==> src/rtl/rtcc_sram_pkg.sv <==
// Constants for the serial access path to the timekeeping registers and user SRAM.
// Assumes one 10 MHz system clock; the serial clock and data are sampled, never used as clocks.
package rtcc_sram_pkg;

	localparam int ADDR_W = 7;
	localparam int SRAM_DEPTH = 64;
	localparam int TK_DEPTH = 32;
	localparam int SRAM_IDX_W = 6;
	localparam int TK_IDX_W = 5;
	localparam int BIT_CNT_W = 4;

	// Control byte is 1101111 followed by the direction bit
	localparam logic [6:0] CTRL_CODE = 7'h6F;

	localparam logic [6:0] TK_FIRST = 7'h00;
	localparam logic [6:0] TK_LAST = 7'h1F;
	localparam logic [6:0] SRAM_FIRST = 7'h20;
	localparam logic [6:0] SRAM_LAST = 7'h5F;
	localparam logic [7:0] ADDR_MAX = 8'h5F;

	localparam logic [BIT_CNT_W-1:0] BITS_PER_BYTE = 4'h8;

	localparam logic [TK_IDX_W-1:0] WEEKDAY_STATUS_IDX = 5'h03;
	localparam logic [TK_IDX_W-1:0] DN_MIN_IDX = 5'h18;
	localparam logic [TK_IDX_W-1:0] DN_HOUR_IDX = 5'h19;
	localparam logic [TK_IDX_W-1:0] DN_DATE_IDX = 5'h1A;
	localparam logic [TK_IDX_W-1:0] DN_MONTH_IDX = 5'h1B;
	localparam logic [TK_IDX_W-1:0] UP_MIN_IDX = 5'h1C;
	localparam logic [TK_IDX_W-1:0] UP_HOUR_IDX = 5'h1D;
	localparam logic [TK_IDX_W-1:0] UP_DATE_IDX = 5'h1E;
	localparam logic [TK_IDX_W-1:0] UP_MONTH_IDX = 5'h1F;
	localparam logic [TK_IDX_W-1:0] STAMP_FIRST_IDX = 5'h18;

	// Weekday and supply status fields
	localparam int OSC_RUN_BIT = 5;
	localparam int PWR_FAIL_BIT = 4;
	localparam int BACKUP_EN_BIT = 3;

	// Time-stamp month fields
	localparam int WEEKDAY_MSB = 7;
	localparam int WEEKDAY_LSB = 5;
	localparam int MONTH_TENS_BIT = 4;
	localparam int MONTH_UNITS_MSB = 3;
	localparam int MONTH_UNITS_LSB = 0;

	// Implemented bits; the rest read as zero, except the oscillator-running bit of the weekday/status byte
	localparam logic [7:0] MASK_ALL = 8'hFF;
	localparam logic [7:0] MASK_MIN = 8'h7F;
	localparam logic [7:0] MASK_HOUR = 8'h7F;
	localparam logic [7:0] MASK_DATE = 8'h3F;
	localparam logic [7:0] MASK_MONTH = 8'hFF;
	localparam logic [7:0] MASK_WEEKDAY_STATUS = 8'h1F;
	localparam logic [7:0] TK_RESET = 8'h00;
	localparam logic [ADDR_W-1:0] PTR_RESET = 7'h00;

	typedef enum logic [8:0] {
		ST_IDLE = 9'b000000001,
		ST_CTRL = 9'b000000010,
		ST_CTRL_ACK = 9'b000000100,
		ST_WORD = 9'b000001000,
		ST_WORD_ACK = 9'b000010000,
		ST_WDATA = 9'b000100000,
		ST_WDATA_ACK = 9'b001000000,
		ST_RDATA = 9'b010000000,
		ST_RACK = 9'b100000000
	} serial_state_t;

	function automatic logic [7:0] tk_mask(input logic [TK_IDX_W-1:0] idx);
		case (idx)
			DN_MIN_IDX, UP_MIN_IDX: tk_mask = MASK_MIN;
			DN_HOUR_IDX, UP_HOUR_IDX: tk_mask = MASK_HOUR;
			DN_DATE_IDX, UP_DATE_IDX: tk_mask = MASK_DATE;
			DN_MONTH_IDX, UP_MONTH_IDX: tk_mask = MASK_MONTH;
			WEEKDAY_STATUS_IDX: tk_mask = MASK_WEEKDAY_STATUS;
			default: tk_mask = MASK_ALL;
		endcase
	endfunction : tk_mask

	function automatic logic [ADDR_W-1:0] ptr_next(input logic [ADDR_W-1:0] p);
		if (p == TK_LAST)
			ptr_next = TK_FIRST;
		else if (p == SRAM_LAST)
			ptr_next = SRAM_FIRST;
		else
			ptr_next = ADDR_W'(p + 7'h01);
	endfunction : ptr_next

endpackage : rtcc_sram_pkg

==> src/rtl/rtcc_sram_serial_access.sv <==
// Serial client for the timekeeping register space and the user SRAM, with power-fail stamps.
// Assumes scl/sda and the supply status come from pins; stamp events and time are on clk.
`timescale 1ns/1ns
`default_nettype none

module rtcc_sram_serial_access
(
	input wire logic clk,
	input wire logic sys_rst,
	input wire logic scl_in,
	input wire logic sda_in,
	output logic sda_out,
	output logic sda_oe,
	input wire logic on_backup_supply,
	input wire logic oscillator_running_flag,
	input wire logic supply_down_event,
	input wire logic supply_up_event,
	input wire logic [7:0] now_minutes,
	input wire logic [7:0] now_hours,
	input wire logic [7:0] now_date,
	input wire logic [7:0] now_month,
	output logic power_failure_flag
);
	import rtcc_sram_pkg::*;

	logic scl_s1_ff, scl_s2_ff, scl_s3_ff;
	logic sda_s1_ff, sda_s2_ff, sda_s3_ff;
	logic bkp_s1_ff, bkp_s2_ff;
	serial_state_t state_ff;
	logic [BIT_CNT_W-1:0] bit_cnt_ff;
	logic [7:0] shift_ff;
	logic [7:0] tx_ff;
	logic host_ack_ff;
	logic [ADDR_W-1:0] ptr_ff;
	logic sda_oe_ff;
	logic sda_out_ff;
	logic [7:0] tk_ff [TK_DEPTH];
	logic [7:0] sram_mem [SRAM_DEPTH];

	logic scl_rise, scl_fall, bus_start, bus_stop;
	logic byte_done, wr_go;
	logic [7:0] rd_byte;
	logic [SRAM_IDX_W-1:0] sram_idx;
	logic [TK_IDX_W-1:0] tk_idx;
	logic flag_now, flag_clear;

	// Pins pass two flops; the third stage only keeps history for edges
	always_ff @(posedge clk)
	begin
		if (sys_rst)
		begin
			scl_s1_ff <= 1'b1;
			scl_s2_ff <= 1'b1;
			scl_s3_ff <= 1'b1;
			sda_s1_ff <= 1'b1;
			sda_s2_ff <= 1'b1;
			sda_s3_ff <= 1'b1;
			bkp_s1_ff <= 1'b0;
			bkp_s2_ff <= 1'b0;
		end
		else
		begin
			scl_s1_ff <= scl_in;
			scl_s2_ff <= scl_s1_ff;
			scl_s3_ff <= scl_s2_ff;
			sda_s1_ff <= sda_in;
			sda_s2_ff <= sda_s1_ff;
			sda_s3_ff <= sda_s2_ff;
			bkp_s1_ff <= on_backup_supply;
			bkp_s2_ff <= bkp_s1_ff;
		end
	end

	always_comb
	begin
		scl_rise = scl_s2_ff & ~scl_s3_ff;
		scl_fall = ~scl_s2_ff & scl_s3_ff;
		bus_start = scl_s2_ff & scl_s3_ff & sda_s3_ff & ~sda_s2_ff;
		bus_stop = scl_s2_ff & scl_s3_ff & ~sda_s3_ff & sda_s2_ff;
		byte_done = scl_fall && (bit_cnt_ff == BITS_PER_BYTE);
		wr_go = (state_ff == ST_WDATA) && byte_done && !bkp_s2_ff;
		sram_idx = SRAM_IDX_W'(ptr_ff - SRAM_FIRST);
		tk_idx = ptr_ff[TK_IDX_W-1:0];
		flag_now = tk_ff[WEEKDAY_STATUS_IDX][PWR_FAIL_BIT];
		flag_clear = wr_go && (tk_idx == WEEKDAY_STATUS_IDX) && (ptr_ff <= TK_LAST)
			&& !shift_ff[PWR_FAIL_BIT];
	end

	// Read path; no update interlock, so either block answers at any time
	always_comb
	begin
		if (ptr_ff >= SRAM_FIRST)
			rd_byte = sram_mem[sram_idx];
		else if (tk_idx == WEEKDAY_STATUS_IDX)
		begin
			rd_byte = tk_ff[tk_idx];
			rd_byte[OSC_RUN_BIT] = oscillator_running_flag;
		end
		else
			rd_byte = tk_ff[tk_idx];
	end

	// Serial protocol engine
	always_ff @(posedge clk)
	begin
		if (sys_rst)
		begin
			state_ff <= ST_IDLE;
			bit_cnt_ff <= '0;
			shift_ff <= '0;
			tx_ff <= '0;
			host_ack_ff <= 1'b0;
			sda_oe_ff <= 1'b0;
		end
		else if (bkp_s2_ff)
		begin
			state_ff <= ST_IDLE;
			sda_oe_ff <= 1'b0;
		end
		else if (bus_start)
		begin
			state_ff <= ST_CTRL;
			bit_cnt_ff <= '0;
			sda_oe_ff <= 1'b0;
		end
		else if (bus_stop)
		begin
			state_ff <= ST_IDLE;
			sda_oe_ff <= 1'b0;
		end
		else
		begin
			case (state_ff)
				ST_IDLE:
				begin
					sda_oe_ff <= 1'b0;
				end
				ST_CTRL, ST_WORD, ST_WDATA:
				begin
					if (scl_rise)
					begin
						shift_ff <= {shift_ff[6:0], sda_s2_ff};
						bit_cnt_ff <= BIT_CNT_W'(bit_cnt_ff + 4'h1);
					end
					else if (byte_done)
					begin
						bit_cnt_ff <= '0;
						if (state_ff == ST_CTRL)
						begin
							if (shift_ff[7:1] == CTRL_CODE)
							begin
								sda_oe_ff <= 1'b1;
								state_ff <= ST_CTRL_ACK;
							end
							else
								state_ff <= ST_IDLE;
						end
						else if (state_ff == ST_WORD)
						begin
							if (shift_ff <= ADDR_MAX)
							begin
								sda_oe_ff <= 1'b1;
								state_ff <= ST_WORD_ACK;
							end
							else
								state_ff <= ST_IDLE;
						end
						else
						begin
							sda_oe_ff <= 1'b1;
							state_ff <= ST_WDATA_ACK;
						end
					end
				end
				ST_CTRL_ACK:
				begin
					if (scl_fall)
					begin
						if (shift_ff[0])
						begin
							tx_ff <= {rd_byte[6:0], 1'b0};
							sda_oe_ff <= ~rd_byte[7];
							bit_cnt_ff <= 4'h1;
							state_ff <= ST_RDATA;
						end
						else
						begin
							sda_oe_ff <= 1'b0;
							bit_cnt_ff <= '0;
							state_ff <= ST_WORD;
						end
					end
				end
				ST_WORD_ACK, ST_WDATA_ACK:
				begin
					if (scl_fall)
					begin
						sda_oe_ff <= 1'b0;
						bit_cnt_ff <= '0;
						state_ff <= ST_WDATA;
					end
				end
				ST_RDATA:
				begin
					if (scl_fall)
					begin
						if (bit_cnt_ff == BITS_PER_BYTE)
						begin
							sda_oe_ff <= 1'b0;
							host_ack_ff <= 1'b0;
							state_ff <= ST_RACK;
						end
						else
						begin
							sda_oe_ff <= ~tx_ff[7];
							tx_ff <= {tx_ff[6:0], 1'b0};
							bit_cnt_ff <= BIT_CNT_W'(bit_cnt_ff + 4'h1);
						end
					end
				end
				ST_RACK:
				begin
					if (scl_rise)
						host_ack_ff <= ~sda_s2_ff;
					else if (scl_fall)
					begin
						if (host_ack_ff)
						begin
							tx_ff <= {rd_byte[6:0], 1'b0};
							sda_oe_ff <= ~rd_byte[7];
							bit_cnt_ff <= 4'h1;
							state_ff <= ST_RDATA;
						end
						else
							state_ff <= ST_IDLE;
					end
				end
				default:
				begin
					state_ff <= ST_IDLE;
					sda_oe_ff <= 1'b0;
				end
			endcase
		end
	end

	// Address pointer survives between transfers for current-address reads
	always_ff @(posedge clk)
	begin
		if (sys_rst)
			ptr_ff <= PTR_RESET;
		else if (!bkp_s2_ff && !bus_start && !bus_stop)
		begin
			if ((state_ff == ST_WORD) && byte_done && (shift_ff <= ADDR_MAX))
				ptr_ff <= ADDR_W'(shift_ff);
			else if (wr_go)
				ptr_ff <= ptr_next(ptr_ff);
			else if ((state_ff == ST_RDATA) && byte_done)
				ptr_ff <= ptr_next(ptr_ff);
		end
	end

	// SRAM has no reset so its contents survive a power-on reset
	always_ff @(posedge clk)
	begin
		if (wr_go && (ptr_ff >= SRAM_FIRST))
			sram_mem[sram_idx] <= shift_ff;
	end

	// Timekeeping bytes, stamp capture and the power-failure flag
	always_ff @(posedge clk)
	begin
		if (sys_rst)
		begin
			for (int i = 0; i < TK_DEPTH; i++)
				tk_ff[i] <= TK_RESET;
		end
		else
		begin
			if (wr_go && (ptr_ff <= TK_LAST))
				tk_ff[tk_idx] <= shift_ff & tk_mask(tk_idx);
			if (flag_clear)
			begin
				for (int i = STAMP_FIRST_IDX; i < TK_DEPTH; i++)
					tk_ff[i] <= TK_RESET;
			end
			// Capture after the clear; a same-cycle event is kept only if the flag was already clear
			if (supply_down_event && !flag_now)
			begin
				tk_ff[DN_MIN_IDX] <= now_minutes & MASK_MIN;
				tk_ff[DN_HOUR_IDX] <= now_hours & MASK_HOUR;
				tk_ff[DN_DATE_IDX] <= now_date & MASK_DATE;
				tk_ff[DN_MONTH_IDX] <= now_month & MASK_MONTH;
			end
			if (supply_up_event && !flag_now)
			begin
				tk_ff[UP_MIN_IDX] <= now_minutes & MASK_MIN;
				tk_ff[UP_HOUR_IDX] <= now_hours & MASK_HOUR;
				tk_ff[UP_DATE_IDX] <= now_date & MASK_DATE;
				tk_ff[UP_MONTH_IDX] <= now_month & MASK_MONTH;
				tk_ff[WEEKDAY_STATUS_IDX][PWR_FAIL_BIT] <= 1'b1;
			end
		end
	end

	// Open drain: only ever pulls low
	always_ff @(posedge clk)
	begin
		if (sys_rst)
			sda_out_ff <= 1'b0;
		else
			sda_out_ff <= 1'b0;
	end

	always_ff @(posedge clk)
	begin
		if (sys_rst)
			power_failure_flag <= 1'b0;
		else
			power_failure_flag <= flag_now;
	end

	assign sda_out = sda_out_ff;
	assign sda_oe = sda_oe_ff;

endmodule : rtcc_sram_serial_access

`default_nettype wire

==> config.mk <==
export PLATFORM = sky130hd
export DESIGN_NAME = rtcc_sram_serial_access
export DESIGN_NICKNAME = d
export VERILOG_FILES = /design/src/rtl/rtcc_sram_pkg.sv /design/src/rtl/rtcc_sram_serial_access.sv
export SDC_FILE = /design/constraint.sdc
export NUM_CORES = 1
export LEC_CHECK = 0
export ABC_AREA = 1
export ABC_CLOCK_PERIOD_IN_PS = 6900
export BUFFER_PORTS_ARGS = -buffer_cell sky130_fd_sc_hd__buf_2
export CORE_MARGIN = 2
export CORE_UTILIZATION = 24
export DETAILED_ROUTE_END_ITERATION = 10
export PLACE_DENSITY_LB_ADDON = 0.25
export SLEW_MARGIN = 20
export SYNTH_ARGS = -nofsm -noshare
export SYNTH_HDL_FRONTEND = slang
export SYNTH_SLANG_ARGS = --single-unit
==> constraint.sdc <==
create_clock -name clk -period 6.9 [get_ports clk]
set_clock_uncertainty 0.05 [all_clocks]
set_input_delay 1.38 -clock clk [delete_from_list [all_inputs] [get_ports clk]]
set_output_delay 1.38 -clock clk [all_outputs]
set_load 0.005 [all_outputs]
### Word-level counts from Yosys, hierarchy flattened

Memory sizes are Yosys's and may differ from the RTL's. A register that Yosys moved wholly into a read port is not among the register bits.
Cells that the tools add are included.

* $add $sub $neg: 3
* multipliers: 0
* div/mod/pow operators: 0
* order comparisons: 3
* eq/ne operators: 55
* shift-type cells: 0
* multiplexer cells: 106
* bitwise gates (word level): 89
* reductions and logical operators: 37

Operator list (count)
* $mux 8: 29
* $mux 9: 10
* $pmux 9 s6: 1
* $eq 5x5->1 const B: 9
* $mux 4: 11
* $and 1x1->1: 42
* $ne 4x4->1 const B: 10
* $mux 1: 35
* $mux 7: 5
* $mux 5: 6
* $not 1->1: 28
* $ne 3x3->1 const B: 9
* $ne 2x2->1 const B: 13
* $pmux 8 s3: 1
* $reduce_and 11->1: 2
* $pmux 4 s5: 1
* $reduce_and 9->1: 2
* $or 1x1->1: 17
* $logic_and 1x1->1: 15
* $eq 7x7->1 const B: 2
* $reduce_and 10->1: 1
* $eq 9x1->1 const B: 1
* $eq 9x2->1 const B: 1
* $eq 9x3->1 const B: 1
* other kinds (33): 41

* flip-flop bits (word level): 47
* bits in latches: 0
* memory bits (writable): 768
* memory bits (read-only): 96
* bits of input ports: 40
* output and inout port bits: 3
* logic and storage cells: 313
* memories: 3

Memory list
* sram_mem: depth 64, bits a word 8, read ports 1, clocked after memory_dff 0, write ports 1, RTL line rtcc_sram_serial_access.sv:38 `logic [7:0] sram_mem [SRAM_DEPTH];`
* tk_ff: depth 32, bits a word 8, read ports 2, clocked after memory_dff 1, write ports 32, RTL line rtcc_sram_serial_access.sv:37 `logic [7:0] tk_ff [TK_DEPTH];`
* (name not given): depth 32, bits a word 3, read ports 1, clocked after memory_dff 1, write ports 0, RTL line rtcc_sram_pkg.sv:69 `case (idx)`

### Longest topological paths before layout

* depth in word-level cells: 20
* mapped depth: 19

### Worst setup path after synthesis

No wires, ideal clock.

* path kind: input to register
* start point: input port sys_rst
* end point: memory tk_ff[11][0] (enable)
* data arrival time: 2908 ps
* data required time: 6526 ps
* slack: 3619 ps
* cell stages on the path: 10
* path buffers: 1
* cell sequence: buf_2 > nor2_1 > nand2_2 > inv_1 > a31oi_1 > and3_1 > nand2_4 > nor2_4 > nand2_2 > nand2_1

RTL lines
* from (decl): RTL line rtcc_sram_serial_access.sv:9 `input wire logic sys_rst,`
* to (decl): RTL line rtcc_sram_serial_access.sv:37

==> flow_metrics.env <==
export IMPL_drcViolationCount=0
export IMPL_via_per_inst=4.45
export IMPL_core_area_um2=150000
export IMPL_critPathArrivalTime_ns=4.67
export IMPL_fill_cells=15800
export IMPL_yosys_warnings=0
export IMPL_ys_seq_area_share_pct=66.7
export IMPL_critPathTopFamily="simple AND/OR/NAND/NOR gates"
export IMPL_path_class="register to register"
export IMPL_slew_headroom_pct=30.1
export IMPL_rows=142
export IMPL_drt_total_wl_um=109000
export IMPL_async_flop_share_pct=0
export IMPL_start_util_pct=24.2
export IMPL_dpl_cell_area_um2=38400
export IMPL_holdCritPathClass="register to register"
export IMPL_netlist_instances=3613
export IMPL_synth_compound_area_share_pct=7.94
export IMPL_timing_fmax_mhz=229
export IMPL_cp_required_ns=7.20
export IMPL_fin_nets=3640
export IMPL_grt_first_pass_wirelength_um=160000
export IMPL_status="complete, no violations"
export IMPL_dp_hpwl_um=63900
export IMPL_power_density_nw_per_um2=261
export IMPL_ir_worst_vdd_mv=0.167
export IMPL_period_share_pct=63.4
export IMPL_drv_slew=0
export IMPL_power_uw=10800
export IMPL_cts_sinks=822
export IMPL_cap_viol_max_count=0
export IMPL_whs_endpoint="bkp_s2_ff"
export IMPL_ys_types=42
export IMPL_crit_chain="inv_6 > ha_1 > inv_1 > nand4_1 > a31oi_1 > and3_1 > and3_1 > nand2_2 > nand2_1"
export IMPL_io_buffers=37
export IMPL_cts_buffers=92
export IMPL_hold_ws_ns=0.353
export IMPL_io_pins=43
export IMPL_synth_area_mux_share_pct=0
export IMPL_ys_ff_latch=822
export IMPL_hold_buffers=0
export IMPL_drive_gt1_share_pct=8.33
export IMPL_drtAntennaViolNets=0
export IMPL_syn_to_final_growth_pct=14.4
export IMPL_r2r_start="ptr_ff[0]"
export IMPL_cp_max_fo=65
export IMPL_gp_congestion=0.808
export IMPL_clkSlewWorstSetupHoldPaths_ns=0.06
export IMPL_cpPeakStageDelay_ns=0.89
export IMPL_clkLatencyLatePin_ns=0.69
export IMPL_track_usage_pct=13.9
export IMPL_die_area_um2=154000
export IMPL_synth_edf_count=767
export IMPL_crit_top_cell="and3_1"
export IMPL_syn_num_nets=3660
export IMPL_synth_top_family_by_area="simple AND/OR/NAND/NOR gates"
export IMPL_ys_flop_type="edfxtp_1"
export IMPL_critPathSlowestCell="dfxtp_4"
export IMPL_fin_tns_setup_ns=0
export IMPL_first_global_vias=24200
export IMPL_root_buffer="clkbuf_16"
export IMPL_worstSetupStartpointType="register"
export IMPL_first_iter_violations=2191
export IMPL_p_leak_uw=0.0157
export IMPL_regToRegEndpoint="tk_ff[18][3]"
export IMPL_synthesis_area_um2=36200
export IMPL_min_period_ns=4.38
export IMPL_cts_max_level=3
export IMPL_end_kind="register"
export IMPL_setup_viol=0
export IMPL_cts_resized=0
export IMPL_synth_area_per_cell_um2=10.0
export IMPL_final_hold_viol_count=0
export IMPL_multi_input_area_um2=10600
export IMPL_grt_max_degree=69
export IMPL_grt_antenna_before_repair=2
export IMPL_synth_simple_area_share_pct=20.9
export IMPL_first_pass_iters=6
export IMPL_reg2reg_depth=9
export IMPL_min_delay_path_depth=2
export IMPL_cts_setup_buffers=0
export IMPL_worst_pin_slew_ns=1.04
export IMPL_cts_tree="done"
export IMPL_grt_overflow=0
export IMPL_register_area_um2=24200
export IMPL_r2r_slack_ns=2.52
export IMPL_design_area_um2=41400
export IMPL_clk_path_buf_depth=3
export IMPL_die_height_um=392
export IMPL_rsz0062_at_grt="false"
export IMPL_wl_per_cell_um=19.2
export IMPL_vias=25300
export IMPL_path_buf_inv=2
export IMPL_die_w_um=392
export IMPL_hp_start="bkp_s1_ff"
export IMPL_synthAdderAreaFrac_pct=0.242
export IMPL_synth_xor_area_share_pct=0.0484
==> worst max path at each step <==
stage               startpoint            to  slack (ns)  cells past startpoint
floorplan              sys_rst  tk_ff[11][0]        3.62                     10
global placement       sys_rst  tk_ff[22][2]        2.27                      9
detailed placement     sys_rst   tk_ff[6][0]        2.24                      9
CTS                  ptr_ff[0]   tk_ff[6][0]        2.42                      9
global route         ptr_ff[0]  tk_ff[10][0]        2.26                      9
finish               ptr_ff[0]  tk_ff[18][3]        2.52                      9
==> metrics by stage <==
step / utilization, % / setup slack, ns / std cells
floorplan: - / 3.62 / 3613
global placement: 25.7 / 2.27 / 5515
detailed placement: 25.7 / 2.24 / 5515
CTS: 27.6 / 2.42 / 5679
global route: 27.6 / 2.26 / 5679
finish: 27.6 / 2.52 / 5681
==> where the power goes <==
| part | switching (µW) | internal, µW | leakage [µW] |
|---|---|---|---|
| Clock | 2040 | 2830 | 0.00144 |
| Sequential | 43.3 | 5500 | 0.00885 |
| Combinational | 284 | 111 | 0.00542 |
==> cell usage in the layout (no fill, tap or decap), types with 16 or more instances in the layout <==
master,netlist,routed
nand3_1,152,152
nor2_1,528,528
a21oi_1,210,210
buf_4,5,48
o211ai_1,43,43
clkbuf_1,92,16
nand2_1,1101,1101
clkbuf_16,0,97
edfxtp_1,767,767
inv_1,165,162
dfxtp_1,55,42
clkinv_1,2,22
o22ai_1,39,39
nand2_2,28,28
buf_2,75,37
o21ai_0,210,210
==> synth_stat cells, drive strengths merged, types with 39 or more instances <==
cell	instances	share of area (%)
o211ai	43	0.89
nand3	157	2.2
o22ai	39	0.67
o21ai	225	3.1
inv	171	1.8
buf	107	1.4
clkbuf	92	0.95
nand2	1131	12
dfxtp	55	3.0
edfxtp	767	64
a21oi	210	2.9
nor2	543	5.9
==> routing by layer <==
| metal | track usage (%) | vias to the layer above | share of wire (%) |
|---|---|---|---|
| met1 | 19.1 | 12300 | 46 |
| met2 | 22.7 | 612 | 47 |
| met3 | 2.43 | 154 | 4.9 |
| met4 | 3.30 | 0 | 2.2 |
| li1 | - | 12200 | - |
| met5 | 0 | - | 0 |
==> kinds of logic after synthesis <==
group	count (synthesis)
AND/OR/NAND/NOR	1876
AO/OA/AOI/OAI	533
flip-flops	822
XOR/XNOR	2
other	1
buffers and inverters	372
adder cells (fa/ha/maj)	7
==> layout make-up <==
cell class	instances	share of cell area [%]
repair buffers	85	1.32
clock inverters	49	1.08
well taps	2016	6.09
clock buffers	115	6.07
inverters	173	1.59
diodes	2	0.0121
flip-flops and latches	822	58.3
multi-input cells	2419	25.5
==> registers in the layout, indices dropped and copies added, names as in the netlist, 4 cells and up, named ones only <==
name        cells
bit_cnt_ff      4
ptr_ff          7
shift_ff        8
sram_mem      512
state_ff        9
tk_ff         256
tx_ff           7
==> worst min-delay path: cells and delay by family (launching register included) <==
kind / cells / cell delay (ns)
buffers and inverters: 1 / 0.04
flip-flops: 1 / 0.29
AND/OR/NAND/NOR: 1 / 0.03
(Power assumes the default switching activity.)
